$ cat src/hdl/cmd_handler_pkg.sv
// Package with the types and constants shared by the common command handler files.
package cmd_handler_pkg;

   // Commands delivered by the message parser, one per transfer.
   typedef enum logic [3:0] {
      OP_IDN_Q,
      OP_RST,
      OP_TST_Q,
      OP_OPC,
      OP_OPC_Q,
      OP_WAI,
      OP_CLS,
      OP_LEVEL_SET,
      OP_LEVEL_Q,
      OP_MEAS_Q,
      OP_DEV_CMD
   } opcode_e;

   // Kind of answer placed in the output slot.
   typedef enum logic [1:0] {
      RESP_IDN,
      RESP_NR1,
      RESP_OPC,
      RESP_LEVEL
   } resp_kind_e;

   // Measurement signal level settings.
   typedef enum logic {
      LEVEL_1V,
      LEVEL_500MV
   } level_e;

   // Numeric parameter: value = mantissa * 10 ** exponent.
   typedef struct packed {
      logic [15:0] mantissa;
      logic signed [4:0] exponent;
   } number_s;

   typedef struct packed {
      opcode_e opcode;
      number_s number;
   } command_s;

   // One answer; the text formatter turns it into the reply message.
   typedef struct packed {
      resp_kind_e kind;
      logic [15:0] maker;
      logic [15:0] model;
      logic [7:0] zero_field;
      logic [15:0] fw_version;
      logic [15:0] value;
   } response_s;

   localparam logic [7:0] IDN_ZERO_FIELD = 8'h00;
   localparam logic [15:0] OPC_ASCII_ONE = 16'h0031;
   localparam logic [3:0] TST_FAULT_MASK = 4'hF;
   localparam int SESR_OPC_BIT = 0;
   localparam int SESR_EXE_BIT = 4;
   localparam logic [7:0] SESR_RESET = 8'h00;
   localparam logic [7:0] DEV_EVENT_RESET = 8'h00;
   localparam level_e LEVEL_RESET = LEVEL_1V;
   localparam logic [15:0] LEVEL_1V_MV = 16'h03E8;
   localparam logic [15:0] LEVEL_500MV_MV = 16'h01F4;
   localparam int MV_EXP_SHIFT = 3;
   localparam int MAX_DECADE = 9;

endpackage

$ cat src/hdl/level_number_decoder.sv
// Rounds a numeric parameter to whole millivolts and checks it against the legal levels.
`timescale 1ns/100ps
`default_nettype none
module level_number_decoder (
   input wire cmd_handler_pkg::number_s number,
   output cmd_handler_pkg::level_e level,
   output logic level_ok
);

   // Power of ten as a 32-bit constant, saturated at the largest decade handled.
   function automatic logic [31:0] pow10(input int k);
      logic [31:0] p;
      p = 32'h0000_0001;
      for (int i = 0; i < cmd_handler_pkg::MAX_DECADE; i++) begin
         if (i < k) begin
            p = p * 32'h0000_000A;
         end
      end
      return p;
   endfunction

   int shift;
   logic [31:0] mv;
   logic [31:0] scale;
   logic [47:0] wide;

   // Integer, fixed and floating forms all arrive as mantissa and exponent; the
   // value is scaled to millivolts once and rounded half up in a single division
   // so that no digit is rounded twice.
   always_comb begin
      shift = int'(number.exponent) + cmd_handler_pkg::MV_EXP_SHIFT;
      mv = 32'h0000_0000;
      scale = 32'h0000_0001;
      wide = 48'h0000_0000_0000;
      if (shift >= 0) begin
         scale = pow10(shift);
         wide = {32'h0000_0000, number.mantissa} * {16'h0000, scale};
         mv = (wide[47:32] != 16'h0000) ? 32'hFFFF_FFFF : wide[31:0];
      end else if (-shift > cmd_handler_pkg::MAX_DECADE) begin
         mv = 32'h0000_0000;
      end else begin
         scale = pow10(-shift);
         mv = ({16'h0000, number.mantissa} + (scale >> 1)) / scale;
      end
   end

   // Only 1 V and 500 mV are legal settings.
   always_comb begin
      level_ok = 1'b1;
      level = cmd_handler_pkg::LEVEL_1V;
      if (mv == {16'h0000, cmd_handler_pkg::LEVEL_500MV_MV}) begin
         level = cmd_handler_pkg::LEVEL_500MV;
      end else if (mv != {16'h0000, cmd_handler_pkg::LEVEL_1V_MV}) begin
         level_ok = 1'b0;
      end
   end

endmodule
`default_nettype wire

$ cat src/hdl/common_command_handler.sv
// Common command handler: identification, self test, sync, status clearing and signal level.
// Functional notes
// - An identification query answers maker, model, a constant zero and the firmware version.
// - A self-test query runs the test and answers 0 to 15 with ROM, RAM, I/O, interrupt faults.
// - The operation-complete command sets event bit 0 once all earlier commands have finished.
// - The operation-complete query answers ASCII 1 only after all earlier commands have finished.
// - The wait command holds back later commands until all earlier ones have finished.
// - Device commands run one after another and only the measurement fetch query may overlap.
// - Clear status zeroes the standard event register and the four device event registers.
// - Clear status over the serial port leaves the output queue alone.
// - Clear status over the instrument bus leaves the output queue and message-available bit.
// - The signal level accepts only 1 or 0.5 and its query answers the setting in fixed point.
// - Numbers are accepted as integer, fixed or floating point and rounded to their resolution.
`timescale 1ns/100ps
`default_nettype none
module common_command_handler #(
   parameter logic [15:0] MAKER_CODE = 16'h4D4B,   // Arbitrary value.
   parameter logic [15:0] MODEL_CODE = 16'h0001,   // Arbitrary value.
   parameter logic [15:0] FW_VERSION = 16'h0100,
   parameter int FETCH_CNT_W = 4
) (
   input wire logic clk,
   input wire logic rst,
   input wire logic cmd_valid,
   input wire cmd_handler_pkg::command_s cmd,
   output logic cmd_ready,
   output logic resp_valid,
   input wire logic resp_ready,
   output cmd_handler_pkg::response_s resp,
   output logic msg_available,
   input wire logic port_is_gpib,
   output logic dev_req,
   input wire logic dev_done,
   output logic meas_req,
   input wire logic meas_done,
   output logic selftest_req,
   input wire logic selftest_done,
   input wire logic [3:0] selftest_faults,
   output logic settings_reset,
   output cmd_handler_pkg::level_e signal_level,
   input wire logic [7:0] sesr_set,
   input wire logic [3:0][7:0] dev_event_set,
   output logic [7:0] sesr,
   output logic [7:0] device_event_reg_a,
   output logic [7:0] device_event_reg_b,
   output logic [7:0] device_event_reg_c,
   output logic [7:0] device_event_reg_d
);

   typedef enum logic [1:0] {
      ST_IDLE,
      ST_SEQ,
      ST_DRAIN,
      ST_TEST
   } state_e;

   typedef struct packed {
      state_e state;
      cmd_handler_pkg::opcode_e held_op;
      logic [FETCH_CNT_W-1:0] fetch_cnt;
      logic [7:0] sesr;
      logic [3:0][7:0] dev_ev;
      cmd_handler_pkg::level_e level;
      logic resp_valid;
      cmd_handler_pkg::response_s resp;
      logic dev_req;
      logic meas_req;
      logic selftest_req;
      logic settings_reset;
   } handler_s;

   handler_s s_r;
   handler_s s_nxt;
   cmd_handler_pkg::level_e dec_level;
   logic dec_ok;
   logic is_query;
   logic take;

   level_number_decoder u_level_dec (
      .number(cmd.number),
      .level(dec_level),
      .level_ok(dec_ok)
   );

   // Commands that produce an answer wait while the output slot is still full.
   always_comb begin
      case (cmd.opcode)
         cmd_handler_pkg::OP_IDN_Q,
         cmd_handler_pkg::OP_TST_Q,
         cmd_handler_pkg::OP_OPC_Q,
         cmd_handler_pkg::OP_LEVEL_Q: is_query = 1'b1;
         default: is_query = 1'b0;
      endcase
   end

   // Sequential commands, drains and the self test all leave the idle state.
   assign cmd_ready = (s_r.state == ST_IDLE) && !(is_query && s_r.resp_valid);
   assign take = cmd_valid && cmd_ready;

   // Builds an answer with the fixed identity fields filled in.
   function automatic cmd_handler_pkg::response_s make_resp(
      input cmd_handler_pkg::resp_kind_e kind,
      input logic [15:0] value
   );
      cmd_handler_pkg::response_s r;
      r.kind = kind;
      r.maker = MAKER_CODE;
      r.model = MODEL_CODE;
      r.zero_field = cmd_handler_pkg::IDN_ZERO_FIELD;
      r.fw_version = FW_VERSION;
      r.value = value;
      return r;
   endfunction

   // Next-state logic for the whole handler.
   always_comb begin
      s_nxt = s_r;
      s_nxt.dev_req = 1'b0;
      s_nxt.meas_req = 1'b0;
      s_nxt.selftest_req = 1'b0;
      s_nxt.settings_reset = 1'b0;
      if (s_r.resp_valid && resp_ready) begin
         s_nxt.resp_valid = 1'b0;
      end
      // Outstanding fetches are the only work that overlaps later commands.
      s_nxt.fetch_cnt = s_r.fetch_cnt + FETCH_CNT_W'(s_r.meas_req) - FETCH_CNT_W'(meas_done);
      case (s_r.state)
         ST_IDLE: begin
            if (take) begin
               case (cmd.opcode)
                  cmd_handler_pkg::OP_IDN_Q: begin
                     s_nxt.resp = make_resp(cmd_handler_pkg::RESP_IDN, 16'h0000);
                     s_nxt.resp_valid = 1'b1;
                  end
                  cmd_handler_pkg::OP_RST: begin
                     s_nxt.level = cmd_handler_pkg::LEVEL_RESET;
                     s_nxt.settings_reset = 1'b1;
                  end
                  cmd_handler_pkg::OP_TST_Q: begin
                     s_nxt.selftest_req = 1'b1;
                     s_nxt.state = ST_TEST;
                  end
                  cmd_handler_pkg::OP_OPC,
                  cmd_handler_pkg::OP_OPC_Q,
                  cmd_handler_pkg::OP_WAI: begin
                     s_nxt.held_op = cmd.opcode;
                     s_nxt.state = ST_DRAIN;
                  end
                  cmd_handler_pkg::OP_CLS: begin
                     // Output slot and its available flag are kept on both ports.
                     s_nxt.sesr = cmd_handler_pkg::SESR_RESET;
                     s_nxt.dev_ev = {4{cmd_handler_pkg::DEV_EVENT_RESET}};
                  end
                  cmd_handler_pkg::OP_LEVEL_SET: begin
                     if (dec_ok) begin
                        s_nxt.level = dec_level;
                     end else begin
                        s_nxt.sesr[cmd_handler_pkg::SESR_EXE_BIT] = 1'b1;
                     end
                  end
                  cmd_handler_pkg::OP_LEVEL_Q: begin
                     // Millivolts with three implied decimals, printed as 1 or 0.5.
                     s_nxt.resp = make_resp(cmd_handler_pkg::RESP_LEVEL,
                        (s_r.level == cmd_handler_pkg::LEVEL_1V) ?
                        cmd_handler_pkg::LEVEL_1V_MV : cmd_handler_pkg::LEVEL_500MV_MV);
                     s_nxt.resp_valid = 1'b1;
                  end
                  cmd_handler_pkg::OP_MEAS_Q: begin
                     s_nxt.meas_req = 1'b1;
                  end
                  default: begin
                     s_nxt.dev_req = 1'b1;
                     s_nxt.state = ST_SEQ;
                  end
               endcase
            end
         end
         ST_SEQ: begin
            if (dev_done) begin
               s_nxt.state = ST_IDLE;
            end
         end
         ST_DRAIN: begin
            // Acts only once no fetch is in flight or about to start.
            if (s_r.fetch_cnt == '0 && !s_r.meas_req) begin
               s_nxt.state = ST_IDLE;
               if (s_r.held_op == cmd_handler_pkg::OP_OPC) begin
                  s_nxt.sesr[cmd_handler_pkg::SESR_OPC_BIT] = 1'b1;
               end else if (s_r.held_op == cmd_handler_pkg::OP_OPC_Q) begin
                  s_nxt.resp = make_resp(cmd_handler_pkg::RESP_OPC,
                     cmd_handler_pkg::OPC_ASCII_ONE);
                  s_nxt.resp_valid = 1'b1;
               end
            end
         end
         ST_TEST: begin
            if (selftest_done) begin
               s_nxt.resp = make_resp(cmd_handler_pkg::RESP_NR1,
                  {12'h000, selftest_faults & cmd_handler_pkg::TST_FAULT_MASK});
               s_nxt.resp_valid = 1'b1;
               s_nxt.state = ST_IDLE;
            end
         end
         default: begin
            s_nxt.state = ST_IDLE;
         end
      endcase
      // Events set after any clear, so an event in the clearing cycle survives.
      s_nxt.sesr = s_nxt.sesr | sesr_set;
      for (int i = 0; i < 4; i++) begin
         s_nxt.dev_ev[i] = s_nxt.dev_ev[i] | dev_event_set[i];
      end
   end

   // State register.
   always_ff @(posedge clk) begin
      if (rst) begin
         s_r <= '0;
         s_r.state <= ST_IDLE;
         s_r.sesr <= cmd_handler_pkg::SESR_RESET;
         s_r.dev_ev <= {4{cmd_handler_pkg::DEV_EVENT_RESET}};
         s_r.level <= cmd_handler_pkg::LEVEL_RESET;
      end else begin
         s_r <= s_nxt;
      end
   end

   // Outputs other than cmd_ready come straight from the state register.
   assign resp_valid = s_r.resp_valid;
   assign resp = s_r.resp;
   assign msg_available = s_r.resp_valid;
   assign dev_req = s_r.dev_req;
   assign meas_req = s_r.meas_req;
   assign selftest_req = s_r.selftest_req;
   assign settings_reset = s_r.settings_reset;
   assign signal_level = s_r.level;
   assign sesr = s_r.sesr;
   assign device_event_reg_a = s_r.dev_ev[0];
   assign device_event_reg_b = s_r.dev_ev[1];
   assign device_event_reg_c = s_r.dev_ev[2];
   assign device_event_reg_d = s_r.dev_ev[3];

   // Checks of the documented behaviour.
   AST_IDN_FIELDS: assert property (@(posedge clk) disable iff (rst)
      take && cmd.opcode == cmd_handler_pkg::OP_IDN_Q |=> resp_valid
      && resp.kind == cmd_handler_pkg::RESP_IDN && resp.zero_field == 8'h00
      && resp.maker == MAKER_CODE && resp.model == MODEL_CODE && resp.fw_version == FW_VERSION)
      else $error("Identification answer is wrong.");

   AST_TST_RANGE: assert property (@(posedge clk) disable iff (rst)
      s_r.state == ST_TEST && selftest_done |=> resp_valid
      && resp.value == {12'h000, $past(selftest_faults)})
      else $error("Self test answer is wrong.");

   AST_OPC_WAITS: assert property (@(posedge clk) disable iff (rst)
      $rose(sesr[0]) && $past(s_r.state) == ST_DRAIN |-> $past(s_r.fetch_cnt) == '0)
      else $error("Operation complete set while a fetch was pending.");

   AST_OPCQ_ONE: assert property (@(posedge clk) disable iff (rst)
      s_r.state == ST_DRAIN && s_r.held_op == cmd_handler_pkg::OP_OPC_Q
      && s_r.fetch_cnt == '0 && !s_r.meas_req
      |=> resp_valid && resp.value == 16'h0031 && s_r.state == ST_IDLE)
      else $error("Operation complete query did not answer one.");

   AST_WAI_HOLDS: assert property (@(posedge clk) disable iff (rst)
      s_r.state == ST_DRAIN && s_r.fetch_cnt != '0 |-> !cmd_ready)
      else $error("Command taken during a wait.");

   AST_SEQ_HOLDS: assert property (@(posedge clk) disable iff (rst)
      take && cmd.opcode == cmd_handler_pkg::OP_DEV_CMD
      |=> dev_req && !cmd_ready && s_r.state == ST_SEQ)
      else $error("Device command did not run sequentially.");

   AST_CLS_CLEARS: assert property (@(posedge clk) disable iff (rst)
      take && cmd.opcode == cmd_handler_pkg::OP_CLS && sesr_set == 8'h00
      && dev_event_set == '0 |=> sesr == 8'h00 && device_event_reg_a == 8'h00
      && device_event_reg_d == 8'h00)
      else $error("Clear status left an event bit set.");

   AST_CLS_KEEPS_QUEUE: assert property (@(posedge clk) disable iff (rst)
      take && cmd.opcode == cmd_handler_pkg::OP_CLS && resp_valid && !resp_ready
      |=> resp_valid && msg_available && $stable(resp))
      else $error("Clear status disturbed the output queue.");

   AST_LEVEL_BAD: assert property (@(posedge clk) disable iff (rst)
      take && cmd.opcode == cmd_handler_pkg::OP_LEVEL_SET && !dec_ok
      |=> $stable(signal_level) && sesr[4])
      else $error("Illegal level was not refused.");

   AST_RST_LEVEL: assert property (@(posedge clk) disable iff (rst)
      take && cmd.opcode == cmd_handler_pkg::OP_RST
      |=> settings_reset && signal_level == cmd_handler_pkg::LEVEL_1V)
      else $error("Reset did not restore the level.");

endmodule
`default_nettype wire

$ cat config.mk
export PLATFORM = sky130hd
export DESIGN_NAME = common_command_handler
export DESIGN_NICKNAME = d
export VERILOG_FILES = /design/src/hdl/cmd_handler_pkg.sv /design/src/hdl/level_number_decoder.sv /design/src/hdl/common_command_handler.sv
export SDC_FILE = /design/constraint.sdc
export NUM_CORES = 1
export LEC_CHECK = 0
export ABC_AREA = 1
export BUFFER_PORTS_ARGS = -buffer_cell sky130_fd_sc_hd__buf_2
export CAP_MARGIN = 20
export CORE_UTILIZATION = 57
export DETAILED_ROUTE_END_ITERATION = 10
export GPL_ROUTABILITY_DRIVEN = 1
export PLACE_DENSITY_LB_ADDON = 0.05
export SLEW_MARGIN = 5
export SYNTH_ARGS = -nofsm -noshare
export SYNTH_HDL_FRONTEND = slang
export SYNTH_SLANG_ARGS = --single-unit
$ cat constraint.sdc
create_clock -name clk -period 225.5 [get_ports clk]
set_input_delay 67.65 -clock clk [delete_from_list [all_inputs] [get_ports clk]]
set_output_delay 67.65 -clock clk [all_outputs]
set_load 0.01 [all_outputs]
Word level (Yosys, flattened, before mapping)

Index checks and enable logic that the tools add are counted.

Flip-flop bits (word level): 130
Input bits: 77
Output and inout port bits: 122
Word-level logic and storage cells: 200

$add $sub $neg: 5
Multipliers: 17
Divide/modulo/power cells: 1
Magnitude comparators: 20
Equality and inequality tests: 25
Muxes and demuxes: 83
Bitwise gates (word level): 7
Reduce and logical (&&, ||, !) cells: 22

Operators with widths:

| cell                                                                         | count |
|---|---|
| 32-bit 2-to-1 mux                                                            | 46 |
| 32-bit by 3-bit multiplier with 31-bit output, second input constant         | 16 |
| 75-bit 2-to-1 mux                                                            | 4 |
| 4-bit by 32-bit less-than comparator with 1-bit output, first input constant | 8 |
| 75-bit one-hot mux with 3 select lines                                       | 1 |
| 75-bit one-hot mux with 2 select lines                                       | 1 |
| 3-bit by 32-bit less-than comparator with 1-bit output, first input constant | 4 |
| 120-bit 2-to-1 mux                                                           | 1 |
| 1-bit by 32-bit less-than comparator with 1-bit output, first input constant | 2 |
| 2-bit by 32-bit less-than comparator with 1-bit output, first input constant | 2 |
| 5-bit by 32-bit less-than comparator with 1-bit output, first input constant | 2 |
| 16-bit by 32-bit multiplier with 48-bit output                               | 1 |
| 8-bit OR                                                                     | 5 |
| 36-bit 2-to-1 mux                                                            | 1 |
| 33-bit 2-to-1 mux                                                            | 1 |
| 16-bit by 31-bit adder with 32-bit output                                    | 1 |
| 32-bit by 32-bit divider with 32-bit output                                  | 1 |
| 32-bit by 9-bit == test with 1-bit output, second input constant             | 1 |
| 32-bit by 1-bit >= comparator with 1-bit output, second input constant       | 1 |
| 32-bit by 5-bit > comparator with 1-bit output, second input constant        | 1 |
| 32-bit by 10-bit inequality test with 1-bit output, second input constant    | 1 |
| 32-bit negation                                                              | 1 |
| 4-bit by 3-bit == test with 1-bit output, second input constant              | 5 |
| 2-bit inequality test, second input constant                                 | 8 |
| 35 further kinds                                                             | 65 |

Depth between registers and ports, before layout

Word-level depth: 50
Gate-level depth with buffers: 888

By module

A second synthesis with hierarchy kept.

Cell total of the unflattened synthesis: 9618
Area total of the unflattened synthesis: 63171.8 sq um

Modules (own cells, without submodules):

| module                 | times used | cells each | area each (sq um) | sequential area each (sq um) |
|---|---|---|---|---|
| level_number_decoder   | 1          | 9180       | 59630.9           | 0.0 |
| common_command_handler | 1          | 438        | 3540.9            | 1321.3 |

Least setup slack after synthesis

OpenSTA, ideal clock, no wires.

Path type: input-to-reg
From: input cmd[1] (netlist bit)
To: register s_r, in the netlist signal_level
Arrival time: 169837 ps
Data required time: 225430 ps
Path slack: 55594 ps
Stages: 876
Path buffers: 20
Path through: inv_1 > ha_1 > inv_2 > nand3_1 > nand2_1 > nand2_1 > inv_1 > nor2_1 > inv_1 > nor2_1 > inv_1 > ha_1 > nor2_1 > nand3_1 > nor3_2 > nand2_1 > nor2_2 > a21oi_1 > (+840 left out) > o221ai_1 > a41oi_1 > nand2_1 > nand2_1 > nand2_1 > nor2_1 > nand3_1 > nor2_1 > nand2_1 > nor2_1 > nand2_1 > o21ai_0 > nand2_1 > nand2_1 > nand2_1 > nor2_1 > o21ai_0 > a21oi_1

Cells in the longest elaborated chain, start to end: 47
Elaborated cells on any way between the ends: 99
Classes of those cells: add/sub (3); mul (17); div (1); order compare (20); eq/ne (3); mux (53); reduce/logical (2)

RTL lines:

| what                                                   | RTL line                                               | RTL |
|---|---|---|
| from (decl)                                            | common_command_handler.sv:25                           | `input wire cmd_handler_pkg::command_s cmd,` |
| 5-bit by 3-bit adder with 6-bit output *               | level_number_decoder.sv:31                             | `shift = int'(number.exponent) + cmd_handler_pkg::MV_EXP_SHIFT;` |
| 32-bit negation                                        | level_number_decoder.sv:39, level_number_decoder.sv:42 |  |
| 1-bit by 32-bit less-than comparator with 1-bit output | level_number_decoder.sv:15                             | `if (i < k) begin` |
| 4-bit 2-to-1 mux                                       | level_number_decoder.sv:15                             |  |
| 32-bit 2-to-1 mux                                      | level_number_decoder.sv:39                             | `end else if (-shift > cmd_handler_pkg::MAX_DECADE) begin` |
| 32-bit 2-to-1 mux                                      | level_number_decoder.sv:35                             | `if (shift >= 0) begin` |
| 32-bit by 3-bit multiplier with 31-bit output          | level_number_decoder.sv:16                             | `p = p * 32'h0000_000A;` |
| 32-bit 2-to-1 mux                                      | level_number_decoder.sv:15                             |  |
| (+31 left out)                                         | n/a                                                    |  |
| 32-bit by 32-bit divider with 32-bit output            | level_number_decoder.sv:43                             | `mv = ({16'h0000, number.mantissa} + (scale >> 1)) / scale;` |
| 32-bit 2-to-1 mux                                      | level_number_decoder.sv:39                             |  |
| 32-bit 2-to-1 mux *                                    | level_number_decoder.sv:35                             |  |
| 32-bit by 10-bit inequality test with 1-bit output     | level_number_decoder.sv:53                             | `end else if (mv != {16'h0000, cmd_handler_pkg::LEVEL_1V_MV}) begin` |
| 1-bit 2-to-1 mux                                       | level_number_decoder.sv:53                             |  |
| 1-bit 2-to-1 mux                                       | level_number_decoder.sv:51                             | `if (mv == {16'h0000, cmd_handler_pkg::LEVEL_500MV_MV}) begin` |
| 2-bit inequality test (no source line)                 | n/a                                                    |  |
| 4-bit AND reduction (no source line)                   | n/a                                                    |  |
| to (signal assigned)                                   | common_command_handler.sv:224                          | `s_r <= s_nxt;` |
| to (decl)                                              | common_command_handler.sv:72                           | `handler_s s_r;` |

Mark *: on every way between the ends. The rest lies on a longest branch, timed or not. The select of a mux whose other input is x is not followed.
A chain may end at the register's enable or synchronous reset.

==> results.yml <==
final_layout:
  final_core_util: 0.590
  drive_gt1_frac: 0.0597
  fin_area_sq_mm: 0.0632
  n_fill_cell: 10652
  nets: 11046
  syn2layout_area_growth_pct: 2.47
timing:
  final-max-slew-violation-count: 0
  slew_headroom: 0.258
  finalHoldViolCount: 0
  fin_crit_ps: 196050
  worstMarginPinSlew_ps: 1100
  rsz0062_at_grt: "false"
  fmax_mhz: 5.10
  skew_ps: 5.75
  fin_crit_sh: 0.869
  tns_ps: 0
  setup_violations: 0
cts:
  cts_setup_buffers: 0
  numCtsBuffers: 9
  cts.clk_slew.worst_paths_ps: 60
  clock-sinks: 66
  clockBufferDepth: 2
  ctsResizeCount: 0
  cts_max_level: 3
  clock-root-buffer: "clkbuf_16"
  cts_tree: "yes"
  cts_hold_buffers: 0
  clk-insertion-delay-late_ps: 330
grt:
  grt_pass1_wl_mm: 281
  grt_overflow: 0
  grt_antenna_before_repair: 4
  grt_pass1_vias: 56648
  grt_max_degree: 58
  grt_usage: 0.311
synth:
  synthAdderAreaFrac: 0.369
  synth_seq_cells: 66
  async_flop_share: 0
  ys_seq_area_frac: 0.0214
  yosys-top-cells-area: "ha_1 23%, fa_1 14%, nand2_1 14%, inv_1 9.5%, a21oi_1 6.0%"
  synth_xor_area_frac: 0.0747
  synth_top_family_by_area: "adder cells"
  synth_compound_area_frac: 0.145
  synth_most_common_cell: "nand2_1"
  synth_top_area_cell: "ha_1"
  avgSynthCellArea_sq_um: 6.52
  synth_top_area_share: 0.229
  netlist_area_sq_mm: 0.0617
  synth-simple-area-share: 0.259
  synth.distinct_cells: 76
  synth_ff_type: "dfxtp_1"
  synth_cells: 9458
  synth_edf_count: 0
  synth_warnings: 0
  netlist_top_cells_count: "2,272 x nand2_1, 1,561 x inv_1, 1,127 x ha_1, 735 x a21oi_1, 698 x nor2_1"
  synthMuxAreaShare: 0
flow_run:
  maxCapViolCount: 0
floorplan:
  start_util: 0.576
  die_w_um: 331
  dieArea_sq_mm: 0.110
  core_area_sq_mm: 0.107
  die_h_um: 331
  io_pins: 199
  num_rows: 120
placed_design:
  place_area_sq_mm: 0.0629
  portBuffers: 145
  gp_congestion: 0.921
  dp_hpwl_mm: 141
setup_path:
  worst-path-stages: 1144
  worst_setup_path_start_kind: "primary input"
  required_ps: 225750
  cpMaxStageDelayCell: "clkinv_1"
  critPathTopFamily: "compound AO/OA/AOI/OAI gates"
  critPathKind: "primary input to flop"
  worst-r2r-cell-count: 6
  arrival_ps: 196300
  critPathMaxFanout: 51
  endpoint_kind: "flop"
  cpMostUsedCell: "nand2_1"
  cp.buffers_inverters: 251
  cp_slowest_stage_delay_ps: 780
detailed_routing:
  vias: 59332
  wl_mm: 171
  via_per_inst: 5.48
  drc: 0
  dr.pass1.iters: 6
  drt-initial-drc-count: 3670
  routedWlPerCell_um: 15.8
  ant_nets: 0
worst_hold_path:
  hold_class: "flop to flop"
  min_path_cells: 2
status:
  status: "complete, no violations"
[kinds of logic (layout without fill, tap and decap cells)]
logic type | Yosys count | in the layout
AOI/OAI and AO/OA | 1574 | 1574
xor gates and xnor gates | 526 | 526
adders and majority gates | 1561 | 1561
buffers and inverters | 1942 | 1846
DFF | 66 | 66
other | 1 | 54
and+or+nand+nor | 3788 | 3788
[routing by layer]
layer / vias to the layer above / global-route usage / routed length (um)
met5: - / 0 / 8
met4: 2 / 0.0988 / 6190
met3: 300 / 0.0213 / 8150
met2: 1378 / 0.555 / 81500
met1: 27544 / 0.397 / 75200
li1: 30108 / - / -
[worst paths after layout]
kind	startpoint	endpoint	slack [ps]
setup / recovery	cmd[0]	signal_level	29450
hold / removal	resp[1]	resp[1]	460
setup reg to reg	s_r[128]	resp[72]	223680
hold reg to reg	resp[1]	resp[1]	460
[worst min-delay path, stage by stage (launching register included)]
cell and delay (ps):
dfxtp_1 300, nand2_1 60, a21oi_1 50
[metrics by stage]
stage / setup slack, ps / hold WS (ps) / instances
finish: 29450 / 458 / 10818
global route: 14860 / 484 / 10816
CTS: 30260 / 461 / 10816
detailed placement: 30370 / 453 / 10800
floorplan: 55590 / 432 / 9509
global placement: 32660 / 450 / 10800
[state kept, by name, indices dropped and copies added, names as in the netlist]
name,count
meas_req,1
device_event_reg_a,8
device_event_reg_b,8
resp,10
sesr,8
msg_available,1
selftest_req,1
settings_reset,1
signal_level,1
dev_req,1
s_r,10
device_event_reg_d,8
device_event_reg_c,8
[cell usage in the layout (no fill, tap or decap), types with 58 or more instances in the layout]
cell	instances
a21o_1	58
a21oi_1	734
buf_2	145
buf_4	62
dfxtp_1	66
fa_1	434
ha_1	1127
inv_1	1561
nand2_1	2269
nand3_1	382
nand4_1	65
nor2_1	698
nor3_1	62
o21ai_0	342
o21ai_1	105
o21bai_1	78
or2_2	130
xnor2_1	233
xor2_1	293
[layout make-up]
type	count	area, sq um	share of cell area
Sequential cell	66	1320	0.0209
Inverter	1623	6100	0.0965
Timing Repair Buffer	207	1190	0.0188
Multi-Input combinational cell	7501	52500	0.831
Clock buffer	9	225	0.00356
Clock inverter	7	77.6	0.00123
Tap cell	1403	1760	0.0278
Antenna cell	2	5.00	0.0000792
Power is left out: the tool's default activity adds up to more than one toggle a clock period on the data nets, which glitch-free logic cannot reach.
